### src/verilog/ipb_pkg.sv
// shared constants and types for the i/o bus poll interface card
package ipb_pkg;
    // bus widths and memory map
    localparam int        MEM_AW        = 14;
    localparam int        BYTE_W        = 8;
    localparam int        DEV_AW        = 5;
    localparam int        SECTOR_W      = 2;
    localparam int        SECTOR_BYTES  = 4096;
    localparam int        DMA_CW        = 14;
    // apb register byte offsets
    localparam logic [7:0] OFS_CTRL      = 8'h00;
    localparam logic [7:0] OFS_TXDATA    = 8'h04;
    localparam logic [7:0] OFS_RXDATA    = 8'h08;
    localparam logic [7:0] OFS_STATUS    = 8'h0c;
    localparam logic [7:0] OFS_DMA_START = 8'h10;
    localparam logic [7:0] OFS_DMA_COUNT = 8'h14;
    localparam logic [7:0] OFS_DMA_CTRL  = 8'h18;
    // field positions
    localparam int        CTRL_RXWANT_BIT = 0;
    localparam int        CTRL_ADDR_LSB   = 8;
    localparam int        DMA_GO_BIT      = 0;
    localparam int        DMA_DOWN_BIT    = 1;
    localparam int        ACC_WP_BIT      = 5;
    localparam int        ACC_POLL_BIT    = 6;
    localparam int        ACC_DEV_BIT     = 7;
    // reset values
    localparam logic [4:0] DEV_ADDR_RST = 5'h01;
    localparam logic [1:0] SECTOR_RST   = 2'h0;
    localparam logic       DEV_ON_RST   = 1'b1;
    localparam logic       POLL_ON_RST  = 1'b1;
    localparam logic       WP_RST       = 1'b0;

    typedef enum logic [1:0] {
        IPB_DMA_IDLE = 2'b00,
        IPB_DMA_RUN  = 2'b01,
        IPB_DMA_DONE = 2'b11
    } ipb_dma_state_t;

    typedef struct packed {
        logic        sel;
        logic        dev_on;
        logic        poll_on;
        logic        wp;
        logic [4:0]  dev_addr;
        logic        rx_want;
        logic        tx_valid;
        logic [7:0]  tx_data;
        logic        rx_full;
        logic [7:0]  rx_data;
        logic        dma_done;
        logic        poll_out;
        logic [7:0]  din;
        logic        din_oe;
        logic        mem_sel;
        logic        pready;
        logic        pslverr;
        logic [31:0] prdata;
        logic [13:0] dma_start;
        logic [13:0] dma_count;
        logic        dma_down;
        logic        dma_go;
    } ipb_card_st_t;
endpackage

### src/verilog/ipb_card.sv
// i/o bus card: service query chain, exchange and status commands, sector decode, dma
`timescale 1ns/1ps
module ipb_card #(
    parameter logic [4:0] DEV_ADDR = ipb_pkg::DEV_ADDR_RST,
    parameter logic [1:0] SECTOR   = ipb_pkg::SECTOR_RST
) (
    // clock and reset
    input  wire logic                        mclk_i,
    input  wire logic                        rst_i,
    // apb slave
    input  wire logic                        psel_i,
    input  wire logic                        penable_i,
    input  wire logic                        pwrite_i,
    input  wire logic [7:0]                  paddr_i,
    input  wire logic [31:0]                 pwdata_i,
    output logic [31:0]                      prdata_o,
    output logic                             pready_o,
    output logic                             pslverr_o,
    // processor i/o bus
    input  wire logic                        poll_i,
    output logic                             poll_o,
    input  wire logic                        transfer_release_cmd_i,
    input  wire logic                        transfer_keep_cmd_i,
    input  wire logic                        status_cmd_i,
    input  wire logic [ipb_pkg::BYTE_W-1:0]  cpu_output_data_bus_i,
    output logic [ipb_pkg::BYTE_W-1:0]       cpu_input_data_bus_o,
    output logic                             cpu_input_data_oe_o,
    // memory sector
    input  wire logic [ipb_pkg::MEM_AW-1:0]  memory_address_bus_i,
    output logic                             mem_select_o,
    // dma
    input  wire logic                        cpu_claim_i,
    output logic [ipb_pkg::MEM_AW-1:0]       dma_addr_o,
    output logic                             dma_strobe_o,
    output logic                             dma_busy_o
);
    import ipb_pkg::*;

    ipb_card_st_t s_reg, s_next;

    logic       sec_hit;
    logic       dma_done_pulse;
    logic       ready_w;
    logic       want_w;
    logic       addr_match;
    logic       xchg;
    logic       apb_done;
    logic [2:0] status3;
    logic [7:0] stat_reply;
    logic [7:0] acc;

    ipb_sector #(
        .SECTOR (SECTOR)
    ) u_sector (
        .addr_i (memory_address_bus_i),
        .hit_o  (sec_hit)
    );

    ipb_dma #(
        .AW (MEM_AW),
        .CW (DMA_CW)
    ) u_dma (
        .mclk_i       (mclk_i),
        .rst_i        (rst_i),
        .start_i      (s_reg.dma_go),
        .start_addr_i (s_reg.dma_start),
        .count_i      (s_reg.dma_count),
        .down_i       (s_reg.dma_down),
        .cpu_claim_i  (cpu_claim_i),
        .addr_o       (dma_addr_o),
        .strobe_o     (dma_strobe_o),
        .busy_o       (dma_busy_o),
        .done_o       (dma_done_pulse)
    );

    assign acc        = cpu_output_data_bus_i;
    assign ready_w    = s_reg.tx_valid | s_reg.rx_want | s_reg.dma_done;
    // a switched-off card never claims the query, whatever it holds
    assign want_w     = ready_w & s_reg.dev_on & s_reg.poll_on & ~s_reg.sel;
    assign status3    = {ready_w, s_reg.tx_valid, s_reg.dma_done};
    assign stat_reply = {s_reg.dev_on, s_reg.poll_on, s_reg.wp, status3, s_reg.rx_full, s_reg.sel};
    assign addr_match = (acc[DEV_AW-1:0] == s_reg.dev_addr);
    assign xchg       = transfer_release_cmd_i | transfer_keep_cmd_i;
    assign apb_done   = psel_i & penable_i & s_reg.pready;

    always_comb begin
        s_next         = s_reg;
        s_next.din     = '0;
        s_next.din_oe  = 1'b0;
        s_next.dma_go  = 1'b0;
        s_next.mem_sel = sec_hit;
        s_next.pready  = psel_i & penable_i & ~s_reg.pready;
        // the chain is re-timed here, so each card adds one cycle of query delay
        s_next.poll_out = poll_i & ~want_w;

        // a read of received data frees the buffer; a same-cycle capture below wins
        if (apb_done && !pwrite_i && paddr_i == OFS_RXDATA) begin
            s_next.rx_full = 1'b0;
        end

        if (status_cmd_i) begin
            if (addr_match) begin
                s_next.din    = stat_reply;
                s_next.din_oe = 1'b1;
                s_next.sel    = 1'b0;
                s_next.wp     = acc[ACC_WP_BIT];
                if (!acc[ACC_WP_BIT]) begin
                    s_next.dev_on  = acc[ACC_DEV_BIT];
                    s_next.poll_on = acc[ACC_POLL_BIT];
                end
            end
        end else if (xchg) begin
            if (s_reg.sel) begin
                s_next.rx_data  = acc;
                s_next.rx_full  = 1'b1;
                s_next.din      = s_reg.tx_valid ? s_reg.tx_data : acc;
                s_next.din_oe   = 1'b1;
                s_next.tx_valid = 1'b0;
                s_next.rx_want  = 1'b0;
                s_next.dma_done = 1'b0;
                if (transfer_release_cmd_i) begin
                    s_next.sel = 1'b0;
                end
            end
        end else if (poll_i && want_w) begin
            s_next.sel    = 1'b1;
            s_next.din    = {status3, s_reg.dev_addr};
            s_next.din_oe = 1'b1;
        end

        if (dma_done_pulse) begin
            s_next.dma_done = 1'b1;
        end

        if (s_next.pready) begin
            s_next.pslverr = 1'b0;
            case (paddr_i)
                OFS_CTRL:      s_next.prdata = {19'h0, s_reg.dev_addr, 7'h0, s_reg.rx_want};
                OFS_TXDATA:    s_next.prdata = {24'h0, s_reg.tx_data};
                OFS_RXDATA:    s_next.prdata = {24'h0, s_reg.rx_data};
                OFS_STATUS:    s_next.prdata = {24'h0, stat_reply};
                OFS_DMA_START: s_next.prdata = {18'h0, s_reg.dma_start};
                OFS_DMA_COUNT: s_next.prdata = {18'h0, s_reg.dma_count};
                OFS_DMA_CTRL:  s_next.prdata = {30'h0, s_reg.dma_down, dma_busy_o};
                default: begin
                    s_next.prdata  = '0;
                    s_next.pslverr = 1'b1;
                end
            endcase
        end

        // software writes come last so that a write beats any same-cycle hardware update, including a go write clearing dma_done
        if (apb_done && pwrite_i) begin
            case (paddr_i)
                OFS_CTRL: begin
                    s_next.rx_want  = pwdata_i[CTRL_RXWANT_BIT];
                    s_next.dev_addr = pwdata_i[CTRL_ADDR_LSB +: DEV_AW];
                end
                OFS_TXDATA: begin
                    s_next.tx_data  = pwdata_i[BYTE_W-1:0];
                    s_next.tx_valid = 1'b1;
                end
                OFS_DMA_START: s_next.dma_start = pwdata_i[MEM_AW-1:0];
                OFS_DMA_COUNT: s_next.dma_count = pwdata_i[DMA_CW-1:0];
                OFS_DMA_CTRL: begin
                    s_next.dma_down = pwdata_i[DMA_DOWN_BIT];
                    s_next.dma_go   = pwdata_i[DMA_GO_BIT];
                    if (pwdata_i[DMA_GO_BIT]) begin
                        s_next.dma_done = 1'b0;
                    end
                end
                default: s_next.dma_go = 1'b0;
            endcase
        end
    end

    always_ff @(posedge mclk_i) begin
        if (rst_i) begin
            s_reg          <= '0;
            s_reg.dev_on   <= DEV_ON_RST;
            s_reg.poll_on  <= POLL_ON_RST;
            s_reg.wp       <= WP_RST;
            s_reg.dev_addr <= DEV_ADDR;
        end else begin
            s_reg <= s_next;
        end
    end

    assign prdata_o             = s_reg.prdata;
    assign pready_o             = s_reg.pready;
    assign pslverr_o            = s_reg.pslverr;
    assign poll_o               = s_reg.poll_out;
    assign cpu_input_data_bus_o = s_reg.din;
    assign cpu_input_data_oe_o  = s_reg.din_oe;
    assign mem_select_o         = s_reg.mem_sel;
endmodule

### src/verilog/ipb_dma.sv
// block dma sequencer: walks the address up or down for a programmed count
`timescale 1ns/1ps
module ipb_dma #(
    parameter int AW = ipb_pkg::MEM_AW,
    parameter int CW = ipb_pkg::DMA_CW
) (
    // clock and reset
    input  wire logic          mclk_i,
    input  wire logic          rst_i,
    // setup
    input  wire logic          start_i,
    input  wire logic [AW-1:0] start_addr_i,
    input  wire logic [CW-1:0] count_i,
    input  wire logic          down_i,
    // bus sharing
    input  wire logic          cpu_claim_i,
    // transfer
    output logic [AW-1:0]      addr_o,
    output logic               strobe_o,
    output logic               busy_o,
    output logic               done_o
);
    import ipb_pkg::*;

    typedef struct packed {
        ipb_dma_state_t state;
        logic [AW-1:0]  addr;
        logic [AW-1:0]  xaddr;
        logic [CW-1:0]  left;
        logic           down;
        logic           strobe;
        logic           done;
        logic           busy;
    } ipb_dma_st_t;

    ipb_dma_st_t s_reg, s_next;

    always_comb begin
        s_next        = s_reg;
        s_next.strobe = 1'b0;
        s_next.done   = 1'b0;
        case (s_reg.state)
            IPB_DMA_IDLE: begin
                if (start_i) begin
                    s_next.addr  = start_addr_i;
                    s_next.left  = count_i;
                    s_next.down  = down_i;
                    s_next.state = (count_i == '0) ? IPB_DMA_DONE : IPB_DMA_RUN;
                end
            end
            IPB_DMA_RUN: begin
                // only slots the processor leaves free are used
                if (!cpu_claim_i) begin
                    s_next.strobe = 1'b1;
                    s_next.xaddr  = s_reg.addr;
                    s_next.addr   = s_reg.down ? s_reg.addr - 1'b1 : s_reg.addr + 1'b1;
                    s_next.left   = s_reg.left - 1'b1;
                    if (s_reg.left == {{(CW-1){1'b0}}, 1'b1}) begin
                        s_next.state = IPB_DMA_DONE;
                    end
                end
            end
            IPB_DMA_DONE: begin
                s_next.done  = 1'b1;
                s_next.state = IPB_DMA_IDLE;
            end
            default: s_next.state = IPB_DMA_IDLE;
        endcase
        // busy is registered so the card can hand it straight to a pin
        s_next.busy = (s_next.state == IPB_DMA_RUN);
    end

    always_ff @(posedge mclk_i) begin
        if (rst_i) begin
            s_reg <= '0;
        end else begin
            s_reg <= s_next;
        end
    end

    assign addr_o   = s_reg.xaddr;
    assign strobe_o = s_reg.strobe;
    assign busy_o   = s_reg.busy;
    assign done_o   = s_reg.done;
endmodule

### src/verilog/ipb_sector.sv
// memory card sector match on the top address bits
`timescale 1ns/1ps
module ipb_sector #(
    parameter logic [1:0] SECTOR = ipb_pkg::SECTOR_RST
) (
    // address
    input  wire logic [ipb_pkg::MEM_AW-1:0] addr_i,
    // match
    output logic                            hit_o
);
    import ipb_pkg::*;

    // 4096 bytes per sector, so the two top bits of the 14-bit address pick it
    assign hit_o = (addr_i[MEM_AW-1 -: SECTOR_W] == SECTOR);
endmodule
### config.mk
export PLATFORM = sky130hd
export DESIGN_NAME = ipb_card
export DESIGN_NICKNAME = d
export VERILOG_FILES = /design/src/verilog/ipb_pkg.sv /design/src/verilog/ipb_card.sv /design/src/verilog/ipb_dma.sv /design/src/verilog/ipb_sector.sv
export SDC_FILE = /design/constraint.sdc
export NUM_CORES = 1
export LEC_CHECK = 0
export BUFFER_PORTS_ARGS = -buffer_cell sky130_fd_sc_hd__buf_2
export CAP_MARGIN = 30
export CORE_UTILIZATION = 30
export CTS_CLUSTER_DIAMETER = 120
export CTS_CLUSTER_SIZE = 14
export DETAILED_ROUTE_END_ITERATION = 7
export SETUP_SLACK_MARGIN = 0.5
export SLEW_MARGIN = 0
export SYNTH_ARGS = -nofsm -noshare
export SYNTH_HDL_FRONTEND = slang
export SYNTH_SLANG_ARGS = --single-unit
export TNS_END_PERCENT = 30
### constraint.sdc
create_clock -name mclk_i -period 6.4 [get_ports mclk_i]
set_input_delay 0.32 -clock mclk_i [delete_from_list [all_inputs] [get_ports mclk_i]]
set_output_delay 0.32 -clock mclk_i [all_outputs]
set_load 0.005 [all_outputs]
---- Yosys cells after proc, flatten, opt, wreduce, memory -nomap -nowiden ----
Index checks and enable logic that the tools add are counted.
word-level totals
  bits in registers ....................... 152
  bits in latches ......................... 0
  bits in writable memories ............... 0
  bits in read-only memories .............. 0
  input port bits ......................... 72
  output and inout port bits .............. 61
  logic and storage cells ................. 132
  memories ................................ 0
operators by class
  add/sub/neg operators ................... 3
  multiply operators ...................... 0
  divide/modulo/power cells ............... 0
  order comparisons ....................... 0
  equality and inequality tests ........... 14
  shift-type cells ........................ 0
  multiplexer cells ....................... 40
  bitwise operators ....................... 19
  reductions and logical operators ........ 26
operators with widths
  operator                                             number
  one-hot mux 14 bit (7 select lines)                  1
  one-hot mux 14 bit (2 select lines)                  2
  two-way mux 9 bit                                    6
  two-way mux 44 bit                                   1
  two-way mux 10 bit                                   4
  subtractor 14 x 1 -> 14 bit (second input constant)  2
  == test 8 x 5 -> 1 bit (second input constant)       3
  AND reduction 2 bit                                  9
  == test 8 x 4 -> 1 bit (second input constant)       2
  two-way mux 16 bit                                   1
  two-way mux 15 bit                                   1
  adder 14 x 1 -> 14 bit (second input constant)       1
  == test 14 x 1 -> 1 bit (second input constant)      1
  zero test 14 bit                                     1
  two-way mux 1 bit                                    14
  two-way mux 14 bit                                   1
  two-way mux 2 bit                                    6
  inverter 1 bit                                       9
  AND reduction 3 bit                                  3
  == test 8 x 3 -> 1 bit (second input constant)       1
  zero test 8 bit                                      1
  two-way mux 8 bit                                    1
  bitwise AND 1 bit                                    7
  OR reduction 7 bit                                   1
  other kinds (15)                                     23

---- Longest topological paths before layout ----
  word-level depth ........................ 12
  gate-level depth with buffers ........... 7
  gate-level depth less buffers ........... 7

---- By module ----
Synthesis repeated with hierarchy kept, for this count alone.
second synthesis, totals
  cells, all modules ...................... 884
  area, all modules ....................... 7049.3 um^2
by module, submodules not included
  module      instances  cells each  area each (um^2)  seq. area each (um^2)
  ipb_card    1          506         4113.9            1721.7
  ipb_dma     1          377         2931.6            960.9
  ipb_sector  1          1           3.8               0.0

---- Least setup slack after synthesis ----
Ideal clock, no wire load.
  kind .................................... register to register
  start point ............................. reg u_dma.s_reg[3] (netlist bit)
  end point ............................... reg u_dma.s_reg[41] (netlist bit)
  library setup time ...................... 120 ps
  data arrival time ....................... 2118 ps
  required time ........................... 6280 ps
  setup slack ............................. 4163 ps
  stages on the path, launching flop included .. 7
  buffers on the path ..................... 0
  period minus slack after synthesis ...... 2237 ps
  path through ............................ dfxtp_1 > ha_1 > a21o_1 > a31o_1 > o211ai_1 > mux2_1 > a211o_1
between the ends
  word-level cells in the longest chain between the ends .. 3
ends and longest elaborated chain
  what                                 RTL line       text
  start: declaration                   ipb_dma.sv:36  ipb_dma_st_t s_reg, s_next;
  start signal: assignment             ipb_dma.sv:77  s_reg <= s_next;
  two-way mux 14 bit                   ipb_dma.sv:56  s_next.addr = s_reg.down ? s_reg.addr - 1'b1 : s_reg.addr + 1'b1;
  two-way mux 44 bit                   ipb_dma.sv:53  if (!cpu_claim_i) begin
  one-hot mux 14 bit (2 select lines)  ipb_dma.sv:42  case (s_reg.state)
No other way between the ends. The select of a mux whose other input is x is not followed.
A chain may end at the register's enable or synchronous reset.

---- Final worst setup path ----
Ends and elaborated chain as after synthesis.

==> summary.txt <==
Worst setup path
  – Setup crit end kind: register
  – Ordered list of cells on the worst path: ha_1 > a21o_1 > a31o_1 > o211ai_1 > mux2_1 > a211o_1
  – Crit path DAT: between 2 and 3 ns
  – Crit Path Class: reg -> reg
  – FF-to-FF setup slack: 3.80 ns
  – CP max stage delay: 0.76 ns
  – Startpoint types: register
  – WP buf/inv: 0
  – Cell family with most CP delay: compound AO/OA/AOI/OAI gates
  – CP max-delay cell: dfxtp_1
  – Critical path peak fanout: 15
  – Required @ worst endpoint: 6.71 ns

Global route
  – Initial antenna violation count: 1
  – Largest net degree at the start of global routing: 65
  – Remaining global-route overflow: 0
  – GR Util All Layers: 0.1724
  – Vias in the first global route: 5686
  – First-pass GRT wire length: around 32 mm

Route
  – Wire per inst: about 17 um
  – Final wirelength: 20.20 mm
  – Via count: 6076
  – DRT iter0 DRCs: 435
  – Via-per-instance ratio: about 5.2
  – # DRC: 0
  – Routed Antenna Nets: 0
  – Drt pass-1 iters: 6

Floorplan
  – Die height: 154.6 um
  – Row cnt: 55
  – Core area: ~23000 um^2
  – Starting density of the core: 0.3076
  – I/O pin total: 133
  – DIE AREA: between 20000 and 25000 um^2
  – Chip Width: between 150 and 200 um

Final layout
  – Largest register FFs: just under 60
  – Fraction of layout cells with a size suffix above 1: 0.1672
  – Design area: between 7000 and 8000 um^2
  – Nets: roughly 960
  – Area grow syn2layout: 12.56%
  – Fillers: ~2400

Clock network
  – Num CTS Buffers: 17
  – Worst-case clock buffer depth: 2
  – Reg clk slew, reported paths: roughly 0.06 ns
  – Clock root buffer: clkbuf_16
  – Sink Count: approximately 130
  – Hold_buf cts: 0
  – CTS tree: done
  – H-tree depth: 4
  – Resized Gates After CTS: 0
  – Setup Buffers After CTS: 0
  – Worst-Skew Late Latency: ~0.42 ns

Timing
  – RSZ-0062 raised after global routing: no
  – Tmin final: between 2 and 3 ns
  – Max-slew violations: 0
  – Setup TNS: 0 ns
  – Layout Skew: around 0.0077 ns
  – Slew HR: 0.3458
  – Highest clock rate: ~390 MHz
  – Period utilization: 0.4057
  – Slew at the pin closest to its max-slew limit: roughly 1 ns
  – Final hold vios: 0
  – # setup viols final: 0

Synthesis
  – Synth warn: 0
  – Post-synth top cells: 147 x nand2_1, 134 x dfxtp_1, 87 x a21oi_1
  – Sequential cell area fraction in the yosys report: 0.3840
  – Syn avg cell area: 8.228 um^2
  – Cell with the most instances after synthesis: nand2_1
  – Post-Synthesis Cell Area: approximately 7000 um^2
  – EDFF count, synth: 0
  – Yosys top cell area share: 0.3840
  – Netlist cell types: 81
  – Seq cells post-synth: between 100 and 150
  – Most used DFF post-synth: dfxtp_1
  – Synth area leaders: dfxtp_1 38%, nand2_1 7.9%, a21oi_1 6.2%
  – Mapped Cells: roughly 850
  – Synth area leader: dfxtp_1
  – Ys async rst share: 0

Pwr
  – PwrDens: around 240 nW/um^2
  – Leakage: 3.118 nW
  – Max rail drop VDD: between 0.1 and 0.15 mV

Placed design
  – Detail Placement HPWL: between 10 and 15 mm
  – Placed Area: 7274 um^2
  – Final Wtd Congestion: around 0.84
  – # port buffers: between 80 and 90

Min path
  – Hold Crit Class: in -> reg

Status
  – Status: finished, final reports clean

Flow run
  – Max-cap check violation count: 0
==> per-stage QoR <==
stage | std cells | setup slack, ns | hold slack (ns) | utilization | total power [mW]
after floorplan | 866 | 4.163 | 0.3911 | - | 0.9009
after global placement | 1137 | 3.766 | 0.4365 | 0.3197 | 0.9261
after detailed placement | 1138 | 3.754 | 0.4398 | 0.3203 | 0.9260
after CTS | 1170 | 3.810 | 0.03283 | 0.3461 | 1.894
after global routing | 1170 | 3.715 | 0.04218 | 0.3461 | 1.940
final | 1171 | 3.804 | 0.04718 | 0.3462 | 1.882
==> where the power goes <==
| part | leakage (nW) | total (mW) | switching (mW) | internal (mW) |
|---|---|---|---|---|
| Combinational | 1.77 | 0.0714 | 0.0498 | 0.0216 |
| Sequential | 1.08 | 0.837 | 0.000879 | 0.836 |
| Clock | 0.272 | 0.974 | 0.380 | 0.594 |
==> layout by cell type (no fill, tap or decap), types with 8 or more instances in the layout <==
master / netlist / layout
o21ai_0: 14 / 14
a21o_1: 8 / 8
buf_2: 11 / 83
a22oi_1: 11 / 11
nor2_1: 62 / 62
nor2b_1: 8 / 8
and3_1: 11 / 11
ha_1: 14 / 14
inv_1: 16 / 16
a21oi_1: 87 / 87
mux2_2: 15 / 15
nand3_1: 19 / 19
o21ai_1: 18 / 18
mux2i_1: 23 / 23
nand2_1: 147 / 147
nor3_1: 13 / 13
dfxtp_1: 134 / 134
a31oi_1: 8 / 8
clkbuf_16: 0 / 17
conb_1: 1 / 18
==> worst paths after layout <==
kind,from,to,depth (start not counted)
worst min-delay path,memory_address_bus_i[12],mem_select_o,2
worst min register to register,prdata_o[4],prdata_o[4],2
worst max register to register,u_dma.s_reg[3],u_dma.s_reg[41],6
worst max-delay path,u_dma.s_reg[3],u_dma.s_reg[41],6
==> worst reg2reg max path, stage by stage (launching register included) <==
cell      delay, ns
dfxtp_1        0.76
ha_1           0.41
a21o_1         0.24
a31o_1         0.26
o211ai_1       0.21
mux2_1         0.34
a211o_1        0.26
==> area by class of cell <==
cell class,count,area [um^2],share of cell area
multi-input cells,613,3704,0.4710
flip-flops and latches,134,2683,0.3412
repair buffers,89,467.9,0.05952
clock buffers,21,460.4,0.05856
well taps,285,356.6,0.04535
clock inverters,11,125.1,0.01591
inverters,17,63.81,0.008116
diodes,1,2.502,0.0003183
==> metal layers <==
metal | GRT usage | vias up | wire length [um]
li1 | - | 2994 | -
met3 | 0.04259 | 31 | 1129
met4 | 0.06412 | 0 | 417
met5 | 0 | - | 0
met2 | 0.2764 | 174 | 9421
met1 | 0.2231 | 2877 | 9233
==> cells by family (layout without fill, tap and decap cells) <==
family	count (synthesis)	count (layout)	synth area share
simple gates	313	313	0.2183
buf+inv	119	138	0.09493
mux	40	40	0.06197
flops	134	134	0.3840
fa+ha+maj	15	15	0.02794
xor+xnor	8	8	0.01003
compound gates	219	219	0.2022
other cells	1	19	0.0005368
Note: power is estimated with default switching activity, not from simulation.
